$ cat config.mk
export PLATFORM = sky130hd
export DESIGN_NAME = gpio_def_port
export DESIGN_NICKNAME = d
export VERILOG_FILES = /design/src/core/gpio_def_pkg_note.sv /design/src/core/gpio_def_pkg.sv /design/src/core/gpio_def_port.sv
export SDC_FILE = /design/constraint.sdc
export NUM_CORES = 1
export LEC_CHECK = 0
export BUFFER_PORTS_ARGS = -buffer_cell sky130_fd_sc_hd__buf_2
export CORE_ASPECT_RATIO = 0.75
export CORE_UTILIZATION = 45
export DETAILED_ROUTE_END_ITERATION = 10
export PLACE_DENSITY = 0.71
export SYNTH_ARGS = -nofsm -noshare
export SYNTH_HDL_FRONTEND = slang
export SYNTH_SLANG_ARGS = --single-unit
$ cat constraint.sdc
create_clock -name i_clk -period 14.6 [get_ports i_clk]
set_input_delay 2.92 -clock i_clk [delete_from_list [all_inputs] [get_ports i_clk]]
set_output_delay 2.92 -clock i_clk [all_outputs]
set_load 0.03 [all_outputs]
$ cat src/core/gpio_def_pkg_note.sv
/*
 * Intentionally empty compile unit kept out of the design list.
 */

$ cat src/core/gpio_def_pkg.sv
/*
 * Shared constants for the port D/E/F general-purpose I/O block:
 * register offsets, reset values, host control field positions,
 * pin positions of the multiplexed functions and bus widths.
 * Assumes a 32-bit Avalon-MM register bus with byte addresses.
 */
package gpio_def_pkg;
  // ********************************************************
  // Widths
  // ********************************************************
  localparam int unsigned ADDR_W  = 5;
  localparam int unsigned DATA_W  = 32;
  localparam int unsigned BE_W    = 4;
  localparam int unsigned DPORT_W = 8;
  localparam int unsigned EPORT_W = 8;
  localparam int unsigned FPORT_W = 4;
  localparam int unsigned CTRL_W  = 9;
  localparam int unsigned PULL_W  = 6;
  localparam int unsigned LAD_W   = 4;

  // ********************************************************
  // Register byte offsets
  // ********************************************************
  localparam logic [ADDR_W-1:0] OFS_DPORT_PIN_DIR  = 5'h00;
  localparam logic [ADDR_W-1:0] OFS_DPORT_OUT_DATA = 5'h04;
  localparam logic [ADDR_W-1:0] OFS_EPORT_PIN_DIR  = 5'h08;
  localparam logic [ADDR_W-1:0] OFS_EPORT_OUT_DATA = 5'h0C;
  localparam logic [ADDR_W-1:0] OFS_FPORT_PIN_DIR  = 5'h10;
  localparam logic [ADDR_W-1:0] OFS_FPORT_OUT_DATA = 5'h14;
  localparam logic [ADDR_W-1:0] OFS_HOST_IF_CTRL   = 5'h18;
  localparam logic [ADDR_W-1:0] OFS_PULLUP_STATE   = 5'h1C;

  // ********************************************************
  // Reset values
  // ********************************************************
  localparam logic [DPORT_W-1:0] DPORT_RST  = 8'h00;
  localparam logic [EPORT_W-1:0] EPORT_RST  = 8'h00;
  localparam logic [FPORT_W-1:0] FPORT_RST  = 4'h0;
  localparam logic [CTRL_W-1:0]  CTRL_RST   = 9'h000;
  localparam logic [PULL_W-1:0]  PULL_RST   = 6'h00;
  localparam logic [DATA_W-1:0]  RDATA_ZERO = 32'h0000_0000;

  // ********************************************************
  // Host control register fields
  // ********************************************************
  localparam int unsigned CB_CH1   = 0;
  localparam int unsigned CB_CH2   = 1;
  localparam int unsigned CB_CH3   = 2;
  localparam int unsigned CB_SFIFO = 3;
  localparam int unsigned CB_TW5   = 4;
  localparam int unsigned CB_A20   = 5;
  localparam int unsigned CB_PME   = 6;
  localparam int unsigned CB_SMI   = 7;
  localparam int unsigned CB_SCI   = 8;

  // ********************************************************
  // Pin positions of shared functions
  // ********************************************************
  localparam int unsigned DP_TW_DATA = 7;
  localparam int unsigned DP_TW_CLK  = 6;
  localparam int unsigned DP_PWRDN   = 5;
  localparam int unsigned DP_CLOCK_RUN_LINE  = 4;
  localparam int unsigned DP_A20     = 3;
  localparam int unsigned DP_PME     = 2;
  localparam int unsigned DP_SMI     = 1;
  localparam int unsigned DP_SCI     = 0;
  localparam int unsigned EP_SERIRQ  = 7;
  localparam int unsigned EP_LCLK    = 6;
  localparam int unsigned EP_LRST    = 5;
  localparam int unsigned EP_FRAME   = 4;
  localparam int unsigned EP_LAD_HI  = 3;
endpackage

$ cat src/core/gpio_def_port.sv
/*
 * GPIO ports D (8 pins), E (8 pins) and F (4 pins) with peripheral
 * pin multiplexing, port D pull-up control and an Avalon-MM slave.
 * Assumes pins are asynchronous to i_clk, peripheral signals come from
 * on-chip units on the same clock, and i_wdt_rst is a synchronous level.
 */
// The Avalon-MM register port and the address map are this design's own decisions.
`timescale 1ns/10ps
`default_nettype none

module gpio_def_port
  import gpio_def_pkg::*;
(
  // Clock and resets
  input  wire logic                         i_clk,
  input  wire logic                         i_rst,
  input  wire logic                         i_wdt_rst,
  // Power modes
  input  wire logic                         i_hw_standby,
  input  wire logic                         i_sw_standby,
  // Avalon-MM slave
  input  wire logic [gpio_def_pkg::ADDR_W-1:0]  i_address,
  input  wire logic                         i_read,
  input  wire logic                         i_write,
  input  wire logic [gpio_def_pkg::DATA_W-1:0]  i_writedata,
  input  wire logic [gpio_def_pkg::BE_W-1:0]    i_byteenable,
  output logic      [gpio_def_pkg::DATA_W-1:0]  o_readdata,
  output logic                              o_waitrequest,
  // Pad levels
  input  wire logic [gpio_def_pkg::DPORT_W-1:0] i_dport_pin,
  input  wire logic [gpio_def_pkg::EPORT_W-1:0] i_eport_pin,
  input  wire logic [gpio_def_pkg::FPORT_W-1:0] i_fport_pin,
  // Pad drive
  output logic      [gpio_def_pkg::DPORT_W-1:0] o_dport_out,
  output logic      [gpio_def_pkg::DPORT_W-1:0] o_dport_oe,
  output logic      [gpio_def_pkg::PULL_W-1:0]  o_dport_pullup,
  output logic      [gpio_def_pkg::EPORT_W-1:0] o_eport_out,
  output logic      [gpio_def_pkg::EPORT_W-1:0] o_eport_oe,
  output logic      [gpio_def_pkg::FPORT_W-1:0] o_fport_out,
  output logic      [gpio_def_pkg::FPORT_W-1:0] o_fport_oe,
  // Peripheral drive requests
  input  wire logic                         i_tw5_data_oe,
  input  wire logic                         i_tw5_data_out,
  input  wire logic                         i_tw5_clk_oe,
  input  wire logic                         i_tw5_clk_out,
  input  wire logic                         i_clock_run_oe,
  input  wire logic                         i_clock_run_out,
  input  wire logic                         i_gate_a20_out,
  input  wire logic                         i_power_event_out,
  input  wire logic                         i_sys_mgmt_irq_out,
  input  wire logic                         i_ctrl_irq_out,
  input  wire logic                         i_serirq_oe,
  input  wire logic                         i_serirq_out,
  input  wire logic [gpio_def_pkg::LAD_W-1:0]   i_lad_oe,
  input  wire logic [gpio_def_pkg::LAD_W-1:0]   i_lad_out,
  // Pin levels and enables for peripherals
  output logic      [gpio_def_pkg::DPORT_W-1:0] o_dport_level,
  output logic      [gpio_def_pkg::EPORT_W-1:0] o_eport_level,
  output logic                              o_host_if_enable,
  output logic                              o_twowire5_enable
);
  import gpio_def_pkg::*;

  // ********************************************************
  // Declarations
  // ********************************************************
  logic [DPORT_W-1:0] dport_direction_q;
  logic [DPORT_W-1:0] dport_output_data_q;
  logic [EPORT_W-1:0] eport_direction_q;
  logic [EPORT_W-1:0] eport_output_data_q;
  logic [FPORT_W-1:0] fport_direction_q;
  logic [FPORT_W-1:0] fport_output_data_q;
  logic [CTRL_W-1:0]  host_ctrl_q;
  logic [DPORT_W-1:0] dsync1_q, dsync2_q;
  logic [EPORT_W-1:0] esync1_q, esync2_q;
  logic [FPORT_W-1:0] fsync1_q, fsync2_q;
  logic               host_en;
  logic               wr_go;
  logic [DPORT_W-1:0] d_own, d_poe, d_pout, d_oe_d, d_out_d;
  logic [EPORT_W-1:0] e_own, e_poe, e_pout, e_oe_d, e_out_d;
  logic [PULL_W-1:0]  pull_d;
  logic [DATA_W-1:0]  rdata_d;
  logic [7:0]         wbyte;

  // Pick the peripheral bit where it owns the pin, else the port bit
  function automatic logic [7:0] own_mux(input logic [7:0] own,
                                         input logic [7:0] periph,
                                         input logic [7:0] port);
    own_mux = (own & periph) | (~own & port);
  endfunction

  // Widen a byte into a bus word with zeros above
  function automatic logic [DATA_W-1:0] to_word(input logic [7:0] b);
    to_word = {{(DATA_W-8){1'b0}}, b};
  endfunction

  // ********************************************************
  // Pin synchronisers
  // ********************************************************
  // Two stages; only the second stage is ever read by logic
  always_ff @(posedge i_clk or posedge i_rst) begin
    if (i_rst) begin
      dsync1_q <= DPORT_RST;
      dsync2_q <= DPORT_RST;
      esync1_q <= EPORT_RST;
      esync2_q <= EPORT_RST;
      fsync1_q <= FPORT_RST;
      fsync2_q <= FPORT_RST;
    end else begin
      dsync1_q <= i_dport_pin;
      dsync2_q <= dsync1_q;
      esync1_q <= i_eport_pin;
      esync2_q <= esync1_q;
      fsync1_q <= i_fport_pin;
      fsync2_q <= fsync1_q;
    end
  end

  // ********************************************************
  // Avalon-MM handshake
  // ********************************************************
  // One wait state per access keeps read data registered
  always_ff @(posedge i_clk or posedge i_rst) begin
    if (i_rst) begin
      o_waitrequest <= 1'b1;
    end else begin
      o_waitrequest <= ~((i_read | i_write) & o_waitrequest);
    end
  end

  assign wr_go = i_write & ~o_waitrequest & i_byteenable[0];
  assign wbyte = i_writedata[7:0];

  // Read mux; pin-state locations return synchronised levels
  always_comb begin
    rdata_d = RDATA_ZERO;
    unique case (i_address)
      OFS_DPORT_PIN_DIR:  rdata_d = to_word(dsync2_q);
      OFS_DPORT_OUT_DATA: rdata_d = to_word(dport_output_data_q);
      OFS_EPORT_PIN_DIR:  rdata_d = to_word(esync2_q);
      OFS_EPORT_OUT_DATA: rdata_d = to_word(eport_output_data_q);
      OFS_FPORT_PIN_DIR:  rdata_d = to_word({4'h0, fsync2_q});
      OFS_FPORT_OUT_DATA: rdata_d = to_word({4'h0, fport_output_data_q});
      OFS_HOST_IF_CTRL:   rdata_d = {{(DATA_W-CTRL_W){1'b0}}, host_ctrl_q};
      OFS_PULLUP_STATE:   rdata_d = to_word({2'h0, o_dport_pullup});
      default:            rdata_d = RDATA_ZERO;
    endcase
  end

  // Read data is captured while waitrequest is still high
  always_ff @(posedge i_clk or posedge i_rst) begin
    if (i_rst) begin
      o_readdata <= RDATA_ZERO;
    end else if (i_read & o_waitrequest) begin
      o_readdata <= rdata_d;
    end
  end

  // ********************************************************
  // Port D and E registers and host control
  // ********************************************************
  // Cleared by system reset and by the watchdog reset
  always_ff @(posedge i_clk or posedge i_rst) begin
    if (i_rst) begin
      dport_direction_q   <= DPORT_RST;
      dport_output_data_q <= DPORT_RST;
      eport_direction_q   <= EPORT_RST;
      eport_output_data_q <= EPORT_RST;
      host_ctrl_q         <= CTRL_RST;
    end else if (i_wdt_rst) begin
      dport_direction_q   <= DPORT_RST;
      dport_output_data_q <= DPORT_RST;
      eport_direction_q   <= EPORT_RST;
      eport_output_data_q <= EPORT_RST;
      host_ctrl_q         <= CTRL_RST;
    end else if (wr_go) begin
      unique case (i_address)
        OFS_DPORT_PIN_DIR:  dport_direction_q   <= wbyte;
        OFS_DPORT_OUT_DATA: dport_output_data_q <= wbyte;
        OFS_EPORT_PIN_DIR:  eport_direction_q   <= wbyte;
        OFS_EPORT_OUT_DATA: eport_output_data_q <= wbyte;
        OFS_HOST_IF_CTRL: begin
          if (i_byteenable[1]) begin
            host_ctrl_q <= i_writedata[CTRL_W-1:0];
          end else begin
            host_ctrl_q <= {host_ctrl_q[CTRL_W-1], wbyte};
          end
        end
        default: ;
      endcase
    end
  end

  // ********************************************************
  // Port F registers
  // ********************************************************
  // Watchdog reset is ignored here so port F keeps driving
  always_ff @(posedge i_clk or posedge i_rst) begin
    if (i_rst) begin
      fport_direction_q   <= FPORT_RST;
      fport_output_data_q <= FPORT_RST;
    end else if (wr_go && i_address == OFS_FPORT_PIN_DIR) begin
      fport_direction_q   <= wbyte[FPORT_W-1:0];
    end else if (wr_go && i_address == OFS_FPORT_OUT_DATA) begin
      fport_output_data_q <= wbyte[FPORT_W-1:0];
    end
  end

  // ********************************************************
  // Pin ownership
  // ********************************************************
  // Any one channel or the serial FIFO keeps the host interface up
  assign host_en = host_ctrl_q[CB_CH1] | host_ctrl_q[CB_CH2]
                 | host_ctrl_q[CB_CH3] | host_ctrl_q[CB_SFIFO];

  // Port D: pins 7-6 share the two-wire owner, pins 5-4 the host interface, pins 3-0 one owner each
  always_comb begin
    d_own = {host_ctrl_q[CB_TW5], host_ctrl_q[CB_TW5], host_en, host_en,
             host_ctrl_q[CB_A20], host_ctrl_q[CB_PME], host_ctrl_q[CB_SMI],
             host_ctrl_q[CB_SCI]};
    d_poe  = 8'h00;
    d_pout = 8'h00;
    d_poe[DP_TW_DATA]  = i_tw5_data_oe;
    d_pout[DP_TW_DATA] = i_tw5_data_out;
    d_poe[DP_TW_CLK]   = i_tw5_clk_oe;
    d_pout[DP_TW_CLK]  = i_tw5_clk_out;
    d_poe[DP_PWRDN]    = 1'b0;
    d_poe[DP_CLOCK_RUN_LINE]   = i_clock_run_oe;
    d_pout[DP_CLOCK_RUN_LINE]  = i_clock_run_out;
    d_poe[DP_A20]      = 1'b1;
    d_pout[DP_A20]     = i_gate_a20_out;
    d_poe[DP_PME]      = 1'b1;
    d_pout[DP_PME]     = i_power_event_out;
    d_poe[DP_SMI]      = 1'b1;
    d_pout[DP_SMI]     = i_sys_mgmt_irq_out;
    d_poe[DP_SCI]      = 1'b1;
    d_pout[DP_SCI]     = i_ctrl_irq_out;
    d_oe_d  = own_mux(d_own, d_poe, dport_direction_q);
    d_out_d = own_mux(d_own, d_pout, dport_output_data_q);
  end

  // Port E: whole port follows the host interface
  always_comb begin
    e_own  = {EPORT_W{host_en}};
    e_poe  = 8'h00;
    e_pout = 8'h00;
    e_poe[EP_SERIRQ]  = i_serirq_oe;
    e_pout[EP_SERIRQ] = i_serirq_out;
    e_poe[EP_LAD_HI:0]  = i_lad_oe;
    e_pout[EP_LAD_HI:0] = i_lad_out;
    e_oe_d  = own_mux(e_own, e_poe, eport_direction_q);
    e_out_d = own_mux(e_own, e_pout, eport_output_data_q);
  end

  // ********************************************************
  // Pad registers
  // ********************************************************
  // Registered pads add one cycle but keep outputs glitch-free
  always_ff @(posedge i_clk or posedge i_rst) begin
    if (i_rst) begin
      o_dport_oe  <= DPORT_RST;
      o_dport_out <= DPORT_RST;
      o_eport_oe  <= EPORT_RST;
      o_eport_out <= EPORT_RST;
      o_fport_oe  <= FPORT_RST;
      o_fport_out <= FPORT_RST;
    end else begin
      o_dport_oe  <= d_oe_d;
      o_dport_out <= d_out_d;
      o_eport_oe  <= e_oe_d;
      o_eport_out <= e_out_d;
      o_fport_oe  <= fport_direction_q;
      o_fport_out <= fport_output_data_q;
    end
  end

  // Levels and enables handed to the peripheral units
  always_ff @(posedge i_clk or posedge i_rst) begin
    if (i_rst) begin
      o_dport_level     <= DPORT_RST;
      o_eport_level     <= EPORT_RST;
      o_host_if_enable  <= 1'b0;
      o_twowire5_enable <= 1'b0;
    end else begin
      o_dport_level     <= dsync2_q;
      o_eport_level     <= esync2_q;
      o_host_if_enable  <= host_en;
      o_twowire5_enable <= host_ctrl_q[CB_TW5];
    end
  end

  // ********************************************************
  // Port D pull-ups
  // ********************************************************
  // Pull-up only on an input pin whose data bit is 1
  assign pull_d = ~dport_direction_q[PULL_W-1:0]
                & dport_output_data_q[PULL_W-1:0];

  // Software standby freezes the last state; hardware standby kills it
  always_ff @(posedge i_clk or posedge i_rst) begin
    if (i_rst) begin
      o_dport_pullup <= PULL_RST;
    end else if (i_hw_standby || i_wdt_rst) begin
      o_dport_pullup <= PULL_RST;
    end else if (!i_sw_standby) begin
      o_dport_pullup <= pull_d;
    end
  end
endmodule

`default_nettype wire

Yosys cells after proc, flatten, opt, wreduce, memory -nomap -nowiden
Cells that the tools add are included.
{"block": "totals", "output_inout_bits": 97, "wordCells": 99, "regBits": 186, "in_bits": 88}
{"block": "op_classes", "n_bitwise": 27, "reduce_logical": 18, "n_eq_ne": 8, "n_mux": 19}
{"operator": "two-way mux 8 bit", "n": 12}
{"operator": "case mux 9 bit (8 select lines)", "n": 1}
{"operator": "bitwise AND 8 bit", "n": 8}
{"operator": "two-way mux 9 bit", "n": 4}
{"operator": "OR 8 bit", "n": 4}
{"operator": "== test 5 bit, second input constant", "n": 4}
{"operator": "NOT 8 bit", "n": 2}
{"operator": "nonzero test 2 bit", "n": 7}
{"operator": "two-way mux 6 bit", "n": 2}
{"operator": "AND reduction 2 bit", "n": 6}
{"operator": "== test 5 x 4 -> 1 bit, second input constant", "n": 2}
{"operator": "bitwise AND 6 bit", "n": 1}
{"operator": "NOT 6 bit", "n": 1}
{"operator": "== test 5 x 3 -> 1 bit, second input constant", "n": 1}
{"operator": "logical NOT 5 bit", "n": 1}
{"operator": "bitwise AND 1 bit", "n": 4}
{"operator": "OR 1 bit", "n": 4}
{"operator": "NOT 1 bit", "n": 3}
{"operator": "AND reduction 3 bit", "n": 1}
{"operator": "logical AND 1 bit", "n": 2}
{"operator": "inequality test 2 x 1 -> 1 bit, second input constant", "n": 1}
{"operator": "logical OR 1 bit", "n": 1}

Depth between registers and ports, before layout
Gate-level depths: netlist of run 1.
{"block": "logic_depth", "depth_word": 6, "depth_mapped": 6, "mapped_depth_nobuf": 4}

Worst setup path after synthesis of run 1
No wires, ideal clock.
{"block": "synth_timing", "kind": "input -> register", "startpoint": "in i_address[3] (netlist bit)", "endpoint": "reg fport_output_data_q[0]", "cell_stages": 6, "t_arrival_ns": 3.911, "required_time_ns": 14.475, "setup_ns": 0.125, "slack_ns": 10.564, "n_path_buf": 2, "cell_sequence": "buf_6 nor3_4 and2_4 buf_12 nand3_4 mux2_4"}
{"block": "synth_via", "elab_chain_len": 4, "word_cells_on_any_way": 6, "cone_classes": "2 x eq/ne; 1 x bitwise; 3 x reduce/logical"}
{"element": "start: declaration", "line_no": "gpio_def_port.sv:22", "text": "input wire logic [gpio_def_pkg::ADDR_W-1:0] i_address,"}
{"element": "== test 5 bit", "line_no": "gpio_def_port.sv:202", "text": "end else if (wr_go && i_address == OFS_FPORT_PIN_DIR) begin"}
{"element": "logical AND 1 bit", "line_no": "gpio_def_port.sv:202"}
{"element": "NOT 1 bit (no line)"}
{"element": "AND reduction 2 bit (no line) (*)"}
{"element": "end signal: assignment", "line_no": "gpio_def_port.sv:205", "text": "fport_output_data_q <= wbyte[FPORT_W-1:0];"}
{"element": "end: declaration", "line_no": "gpio_def_port.sv:72", "text": "logic [FPORT_W-1:0] fport_output_data_q;"}
Mark *: on every way between the ends. The rest lies on a longest branch, timed or not.
A chain may end at the register's enable or synchronous reset.

Worst setup path after layout of run 1
{"block": "layout_timing", "startpoint": "in i_address[2] (netlist bit)", "endpoint": "reg dport_output_data_q[5]"}
{"block": "layout_via", "elab_chain_len": 3}
{"element": "== test 5 x 3 -> 1 bit", "line_no": "gpio_def_port.sv:177", "text": "unique case (i_address)"}
{"element": "nonzero test 2 bit (no line)"}
{"element": "AND reduction 2 bit (no line)"}
{"element": "end signal: assignment", "line_no": "gpio_def_port.sv:179", "text": "OFS_DPORT_OUT_DATA: dport_output_data_q <= wbyte;"}
{"element": "end: declaration", "line_no": "gpio_def_port.sv:68", "text": "logic [DPORT_W-1:0] dport_output_data_q;"}
Every way passes these cells.

==> results of run 1 <==
-- power by group through the flow --
stage          Sequential, uW  Clock [uW]  Combinational (uW)
6_report                  472         422                71.3
5_1_grt                   473         452                77.0
4_1_cts                   472         431                72.1
3_5_place_dp              480           0                71.7
3_3_place_gp              480           0                70.4
2_1_floorplan             492           0                39.2
-- cell type report --
class | instances | area [um2]
clock buffer | 22 | 444
tap | 171 | 214
clock inverter | 10 | 110
inverter | 2 | 12.5
multi-input combinational | 259 | 1860
timing repair buffer | 139 | 703
sequential | 163 | 4080
fill | 1095 | 5770
-- metrics by stage --
step / std cells / hold WS [ps]
3_3_place_gp: 734 / 332
5_1_grt: 766 / 352
6_report: 766 / 346
3_5_place_dp: 734 / 336
4_1_cts: 766 / 349
2_1_floorplan: 469 / 331
-- placed cells by master (no fill, tap or decap), types with 4 or more instances in the layout --
| cell type | instances |
|---|---|
| sky130_fd_sc_hd__and2_1 | 8 |
| sky130_fd_sc_hd__nor2_1 | 45 |
| sky130_fd_sc_hd__mux2_2 | 33 |
| sky130_fd_sc_hd__nand2_1 | 14 |
| sky130_fd_sc_hd__mux2_4 | 4 |
| sky130_fd_sc_hd__clkbuf_16 | 17 |
| sky130_fd_sc_hd__a22oi_1 | 4 |
| sky130_fd_sc_hd__o21ai_0 | 4 |
| sky130_fd_sc_hd__clkinv_2 | 5 |
| sky130_fd_sc_hd__mux2i_1 | 47 |
| sky130_fd_sc_hd__a22o_1 | 4 |
| sky130_fd_sc_hd__a21oi_1 | 21 |
| sky130_fd_sc_hd__nand3_1 | 14 |
| sky130_fd_sc_hd__conb_1 | 23 |
| sky130_fd_sc_hd__or2_2 | 5 |
| sky130_fd_sc_hd__clkbuf_1 | 5 |
| sky130_fd_sc_hd__nor3b_1 | 6 |
| sky130_fd_sc_hd__buf_2 | 136 |
| sky130_fd_sc_hd__dfrtp_1 | 162 |
-- cells in the mapped netlist, types with 2 or more instances --
master / count / area [um2]
sky130_fd_sc_hd__dfrtp_1: 162 / 4050
sky130_fd_sc_hd__mux2i_1: 47 / 470
sky130_fd_sc_hd__nor2_1: 45 / 169
sky130_fd_sc_hd__mux2_2: 33 / 372
sky130_fd_sc_hd__buf_4: 26 / 195
sky130_fd_sc_hd__a21oi_1: 21 / 105
sky130_fd_sc_hd__nand2_1: 14 / 52.6
sky130_fd_sc_hd__nand3_1: 14 / 70.1
sky130_fd_sc_hd__clkbuf_1: 9 / 33.8
sky130_fd_sc_hd__and2_1: 8 / 50.1
sky130_fd_sc_hd__nor3b_1: 6 / 45.0
sky130_fd_sc_hd__or2_2: 5 / 31.3
sky130_fd_sc_hd__a22o_1: 4 / 35.0
sky130_fd_sc_hd__a22oi_1: 4 / 30.0
sky130_fd_sc_hd__buf_2: 4 / 20.0
sky130_fd_sc_hd__buf_6: 4 / 45.0
sky130_fd_sc_hd__mux2_4: 4 / 60.1
sky130_fd_sc_hd__o21ai_0: 4 / 20.0
sky130_fd_sc_hd__a32o_1: 3 / 30.0
sky130_fd_sc_hd__a32oi_1: 3 / 26.3
sky130_fd_sc_hd__inv_1: 2 / 7.51
sky130_fd_sc_hd__nor2b_1: 2 / 12.5
sky130_fd_sc_hd__o211ai_1: 2 / 15.0
sky130_fd_sc_hd__or3_1: 2 / 12.5
-- metal layers --
metal / wire, um / part of all wire / vias up
met1: 6200 / 0.45 / 1946
met3: 1150 / 0.083 / 12
met4: 152 / 0.011 / 0
li1: - / - / 1756
met5: 0 / 0 / -
met2: 6360 / 0.46 / 167
-- cells by family after synthesis --
| family | count (synthesis) | share of synthesized area |
|---|---|---|
| AOI/OAI and AO/OA | 42 | 0.0433 |
| buffers and inverters | 47 | 0.0528 |
| DFF | 163 | 0.660 |
| muxes | 84 | 0.146 |
| other | 1 | 0.000607 |
| and+or+nand+nor | 110 | 0.0973 |
-- path summary, 6_finish.rpt --
check,slack [ps],from,cells past startpoint,endpoint
hold reg to reg,350,dsync1_q[0],0,dsync2_q[0]
setup reg to reg,12450,o_waitrequest,4,o_readdata[6]
min in group asynchronous,2690,i_rst,2,eport_output_data_q[3]
setup / recovery,10080,i_address[2],4,dport_output_data_q[5]
max in group asynchronous,10590,i_rst,3,esync1_q[4]
hold / removal,350,dsync1_q[0],0,dsync2_q[0]
==> impl_metrics.json, run 1 <==
{
  "crit_path_max_fanout": 30,
  "cts_made_buffers": 17,
  "place_area_um2": 6870,
  "gr-usage-met1": 0.292,
  "cts_setup_buffers": 0,
  "seq_power_share": 0.489,
  "dieHeight_um": 104,
  "total_iterations_of_the_first_detailed_routing_run": 4,
  "worst_ir_drop_vdd_mv": 0.0830,
  "grt_pass1_wl_um": 21600,
  "rsz0062_at_grt": "false",
  "pin_count": 185,
  "min_period_ps": 4520,
  "use_met3": 0.0636,
  "count_of_routing_violations_after_the_opening_detailed_route_iteration": 205,
  "design.final.nets": 670,
  "clock_insertion_delay_worst_skew_ps": 420,
  "synth_cell_types": 43,
  "swShare": 0.237,
  "area.growth.synth_to_final_pct": 20.2,
  "leakage_uw": 0.00399,
  "final_antenna_net_count": 0,
  "clk_pin_slew_worst_paths_ps": 60,
  "critical_path.max_stage_delay_ps": 770,
  "ys.warnings.count": 0,
  "design.core.area_um2": 13200,
  "worst_path_dominant_cell_family": "simple AND/OR/NAND/NOR gates",
  "drc": 0,
  "cts.hold.buffers_added": 0,
  "drt_wl_total_um": 13900,
  "drive_gt1_frac": 0.368,
  "design_area_um2": 7430,
  "share_comb_of_total_power": 0.074,
  "initial_core_util": 0.468,
  "grt-busiest-layer": "met2",
  "pnr_worst_setup_slack_ps": 10080,
  "power-per-cell-area_nw_per_um2": 130,
  "worst_setup_path_type": "in2reg",
  "die-width_um": 137,
  "end_kind": "register",
  "globalRouteMet2Util": 0.307,
  "worstPathArrival_ps": 4790,
  "largest_registers": "host_ctrl_q (9), o_readdata (9)",
  "seq_area_frac_synth": 0.660,
  "dr_total_vias": 3881,
  "finalPower_uw": 965,
  "status": "finished, final reports clean",
  "route.detailed.wl_per_inst_um": 18.1,
  "cts_tree": "built",
  "worst_slew_pin_slew_ps": 887,
  "num_rows": 36,
  "clock_power_share": 0.437,
  "netlist_area_um2": 6180,
  "async_reset_ff_frac": 1.00,
  "start_kind": "input pin",
  "synth-seq-cells": 163,
  "synthesis.area_per_instance_um2": 13.8,
  "report.final.hold_viol_count": 0,
  "skew_ps": 15.2,
  "finalCoreUtilization": 0.563,
  "crit_path_cell_trace": "buf_2 > nand4b_1 > mux2i_1 > nor2_1",
  "ctsResizeCount": 0,
  "track_usage": 0.208,
  "worstPathBufferInverterCount": 1,
  "total_negative_setup_slack_ps": 0,
  "timing.fmax_mhz": 221,
  "timing.max_slew.rel_slack": 0.409,
  "design.die.area_um2": 14200,
  "postSynthCellCount": 447,
  "weighted_congestion_reported_at_the_end_of_routability_driven_placement": 0.805,
  "critical-path-slowest-cell": "sky130_fd_sc_hd__nand4b_1",
  "globalRoute.totalOverflow": 0,
  "internal_power_uw": 736,
  "antenna-diode-count": 0,
  "final_min_period_over_clock_period": 0.310,
  "grt_pass1_vias": 3934,
  "maxCapViolCount": 0,
  "buffer_ports.inserted": 136,
  "numClockSinks": 163,
  "hold_path.class": "reg2reg",
  "cts.path.max_buffers": 2,
  "ctsRootBufferMaster": "sky130_fd_sc_hd__clkbuf_16",
  "htree_num_levels": 4,
  "antenna_found_initial": 0,
  "finalSetupViolations": 0,
  "drv_slew": 0,
  "pin_count_of_the_biggest_net_entering_global_routing": 103,
  "route.detailed.vias_per_inst": 5.07,
  "dp_hpwl_um": 9550,
  "dominantRegCellSynth": "sky130_fd_sc_hd__dfrtp_1",
  "synth_enable_flop_cells": 0,
  "worst_ep_required_time_ps": 14870,
  "p_switching_uw": 229,
  "place_ws_ps": 9660
}
(Power assumes the default switching activity.)
==> run 2: changes to the inputs <==
--- a/config.mk
+++ b/config.mk
@@ -9,7 +9,7 @@
 export CORE_ASPECT_RATIO = 0.75
 export CORE_UTILIZATION = 45
 export DETAILED_ROUTE_END_ITERATION = 10
-export PLACE_DENSITY = 0.71
+export PLACE_DENSITY = 0.74
 export SYNTH_ARGS = -nofsm -noshare
 export SYNTH_HDL_FRONTEND = slang
 export SYNTH_SLANG_ARGS = --single-unit
==> constraint.sdc (replaced) <==
create_clock -name i_clk -period 3.85 [get_ports i_clk]
set_input_delay 0.77 -clock i_clk [delete_from_list [all_inputs] [get_ports i_clk]]
set_output_delay 0.77 -clock i_clk [all_outputs]
set_load 0.03 [all_outputs]
==> run 2 against run 1 <==
  * Via count rose by 0.72%
  * Clock power rose to 4.4 times the previous value
  * First-iteration DRC count rose by 8.3%
  * Largest power group is now clock
  * Largest cell class unchanged
  * Wire length fell by 1.6%
  * Critical endpoint is now dport_direction_q[6]
  * Power rose to 4.1 times the previous value
  * Sequential share of layout area fell by 0.95 points
  * Highest routed layer is now met5
  * Final cell count rose by 0.26%
  * Die area did not move
  * Final area rose by 1.8%
==> impl_metrics.json, run 2 (same netlist as run 1, synthesis figures left out) <==
{
  "status": "finished, final reports clean",
  "min_period_ps": 2530,
  "crit_cells": 5,
  "cts.path.max_buffers": 2,
  "mostFrequentLayoutCells": "162 x sky130_fd_sc_hd__dfrtp_1, 136 x sky130_fd_sc_hd__buf_2, 47 x sky130_fd_sc_hd__mux2i_1, 45 x sky130_fd_sc_hd__nor2_1, 33 x sky130_fd_sc_hd__mux2_2",
  "end_kind": "register",
  "cts_tree": "built",
  "initial_core_util": 0.468,
  "antenna-diode-count": 0,
  "count_of_routing_violations_after_the_opening_detailed_route_iteration": 222,
  "grt_pass1_wl_um": 21600,
  "report.final.hold_viol_count": 0,
  "skew_ps": 6.18,
  "worst_path_dominant_cell_family": "simple AND/OR/NAND/NOR gates",
  "worstPathBufferInverterCount": 1,
  "dp_hpwl_um": 9530,
  "dieHeight_um": 104,
  "r2r-start": "o_waitrequest",
  "drc": 0,
  "worstPathArrival_ps": 2790,
  "cts_made_buffers": 17,
  "pin_count": 185,
  "critical-path-slowest-cell": "sky130_fd_sc_hd__nor2_1",
  "antenna_found_initial": 1,
  "pin_count_of_the_biggest_net_entering_global_routing": 72,
  "total_negative_setup_slack_ps": 0,
  "drive_gt1_frac": 0.374,
  "final_antenna_net_count": 0,
  "worst_hold_path.num_cells": 0,
  "worst_ir_drop_vdd_mv": 0.306,
  "ctsRootBufferMaster": "sky130_fd_sc_hd__clkbuf_16",
  "crit_path_max_fanout": 30,
  "holdPathEnd": "fsync2_q[1]",
  "area.growth.synth_to_final_pct": 22.3,
  "drv_slew": 0,
  "pnr_worst_setup_slack_ps": 1320,
  "hold_path.class": "reg2reg",
  "regToRegSetupSlack_ps": 1830,
  "final_min_period_over_clock_period": 0.657,
  "drt_wl_total_um": 13600,
  "maxCapViolCount": 0,
  "die-width_um": 137,
  "track_usage": 0.208,
  "timing.max_slew.rel_slack": 0.371,
  "num_rows": 36,
  "buffer_ports.inserted": 136,
  "design.final.nets": 672,
  "start_kind": "input pin",
  "finalSetupViolations": 0,
  "total_iterations_of_the_first_detailed_routing_run": 5,
  "worst_slew_pin_slew_ps": 941,
  "design.core.area_um2": 13200,
  "power-per-cell-area_nw_per_um2": 521,
  "globalRoute.totalOverflow": 0,
  "grt_pass1_vias": 4119,
  "worst_setup_path_type": "in2reg",
  "route.detailed.wl_per_inst_um": 17.8,
  "weighted_congestion_reported_at_the_end_of_routability_driven_placement": 0.821,
  "timing.reg2reg.worst_path_depth": 4,
  "crit_path_cell_trace": "buf_2 > nor2_1 > nand3_1 > nand2_1 > a21oi_1",
  "design.die.area_um2": 14200,
  "numClockSinks": 163,
  "cts.hold.buffers_added": 0,
  "clk_pin_slew_worst_paths_ps": 60,
  "layout_commonest_cell": "sky130_fd_sc_hd__dfrtp_1",
  "critical_path.max_stage_delay_ps": 830,
  "largest_registers": "host_ctrl_q (9), o_readdata (9)",
  "route.detailed.vias_per_inst": 5.09,
  "clock_insertion_delay_worst_skew_ps": 420,
  "hold_path_startpoint": "fsync1_q[1]",
  "cts_setup_buffers": 0,
  "leakage_uw": 0.00405,
  "htree_num_levels": 4,
  "ctsResizeCount": 0,
  "place_ws_ps": 914,
  "dr_total_vias": 3909,
  "timing.fmax_mhz": 395,
  "worst_ep_required_time_ps": 4120,
  "holdWs_ps": 345,
  "rsz0062_at_grt": "false",
  "reg2reg_to": "dport_output_data_q[6]"
}
-- run 2: cell types whose count changed in the layout (fill, tap and decap cells not counted) --
| cell | change |
|---|---|
| sky130_fd_sc_hd__buf_12 | +1 |
| sky130_fd_sc_hd__buf_4 | +1 |
| sky130_fd_sc_hd__bufinv_16 | +4 |
| sky130_fd_sc_hd__clkbuf_1 | -2 |
| sky130_fd_sc_hd__clkbuf_8 | +1 |
| sky130_fd_sc_hd__clkinv_2 | -1 |
| sky130_fd_sc_hd__clkinv_4 | -2 |
| sky130_fd_sc_hd__clkinvlp_4 | +1 |
| sky130_fd_sc_hd__inv_6 | -1 |
-- run 2: cell type report --
class,instances,area [um2]
clock inverters,11,208
well taps,171,214
inverters,2,11.3
clock buffers,21,450
multi-input cells,259,1860
fillers,1086,5640
repair buffers,141,731
flip-flops and latches,163,4080
-- run 2: worst max-delay path by stage --
stage                                end    startpoint  slack, ps
finish              dport_direction_q[6]  i_address[2]       1320
global route        dport_direction_q[6]  i_address[2]       1170
CTS                 dport_direction_q[6]  i_address[2]       1350
detailed placement  dport_direction_q[3]  i_address[2]        910
global placement    dport_direction_q[5]  i_address[2]        910
floorplan           dport_direction_q[0]         i_rst       1010
-- run 2: metal layers --
metal	routed length, um	track usage	part of all wire
met2	6360	0.311	0.47
met3	1220	0.0700	0.090
met1	5920	0.285	0.43
met4	131	0.0651	0.0096
met5	10	0	0.00073
-- run 2: per-stage QoR --
stage	instances	util	total power, uW	area [um2]
after floorplan	469	-	2010	6270
after global placement	736	0.523	2090	6900
after detailed placement	736	0.523	2100	6900
after CTS	768	0.573	3970	7560
after global routing	768	0.573	4070	7560
final	768	0.573	3940	7560
-- run 2: where the power goes --
group,leakage (uW),internal [uW],switching [uW],total (uW)
registers,0.00214,1770,24.8,1790
logic,0.00159,76.8,195,271
clock network,0.000321,1230,647,1870
total,0.00405,3070,866,3940
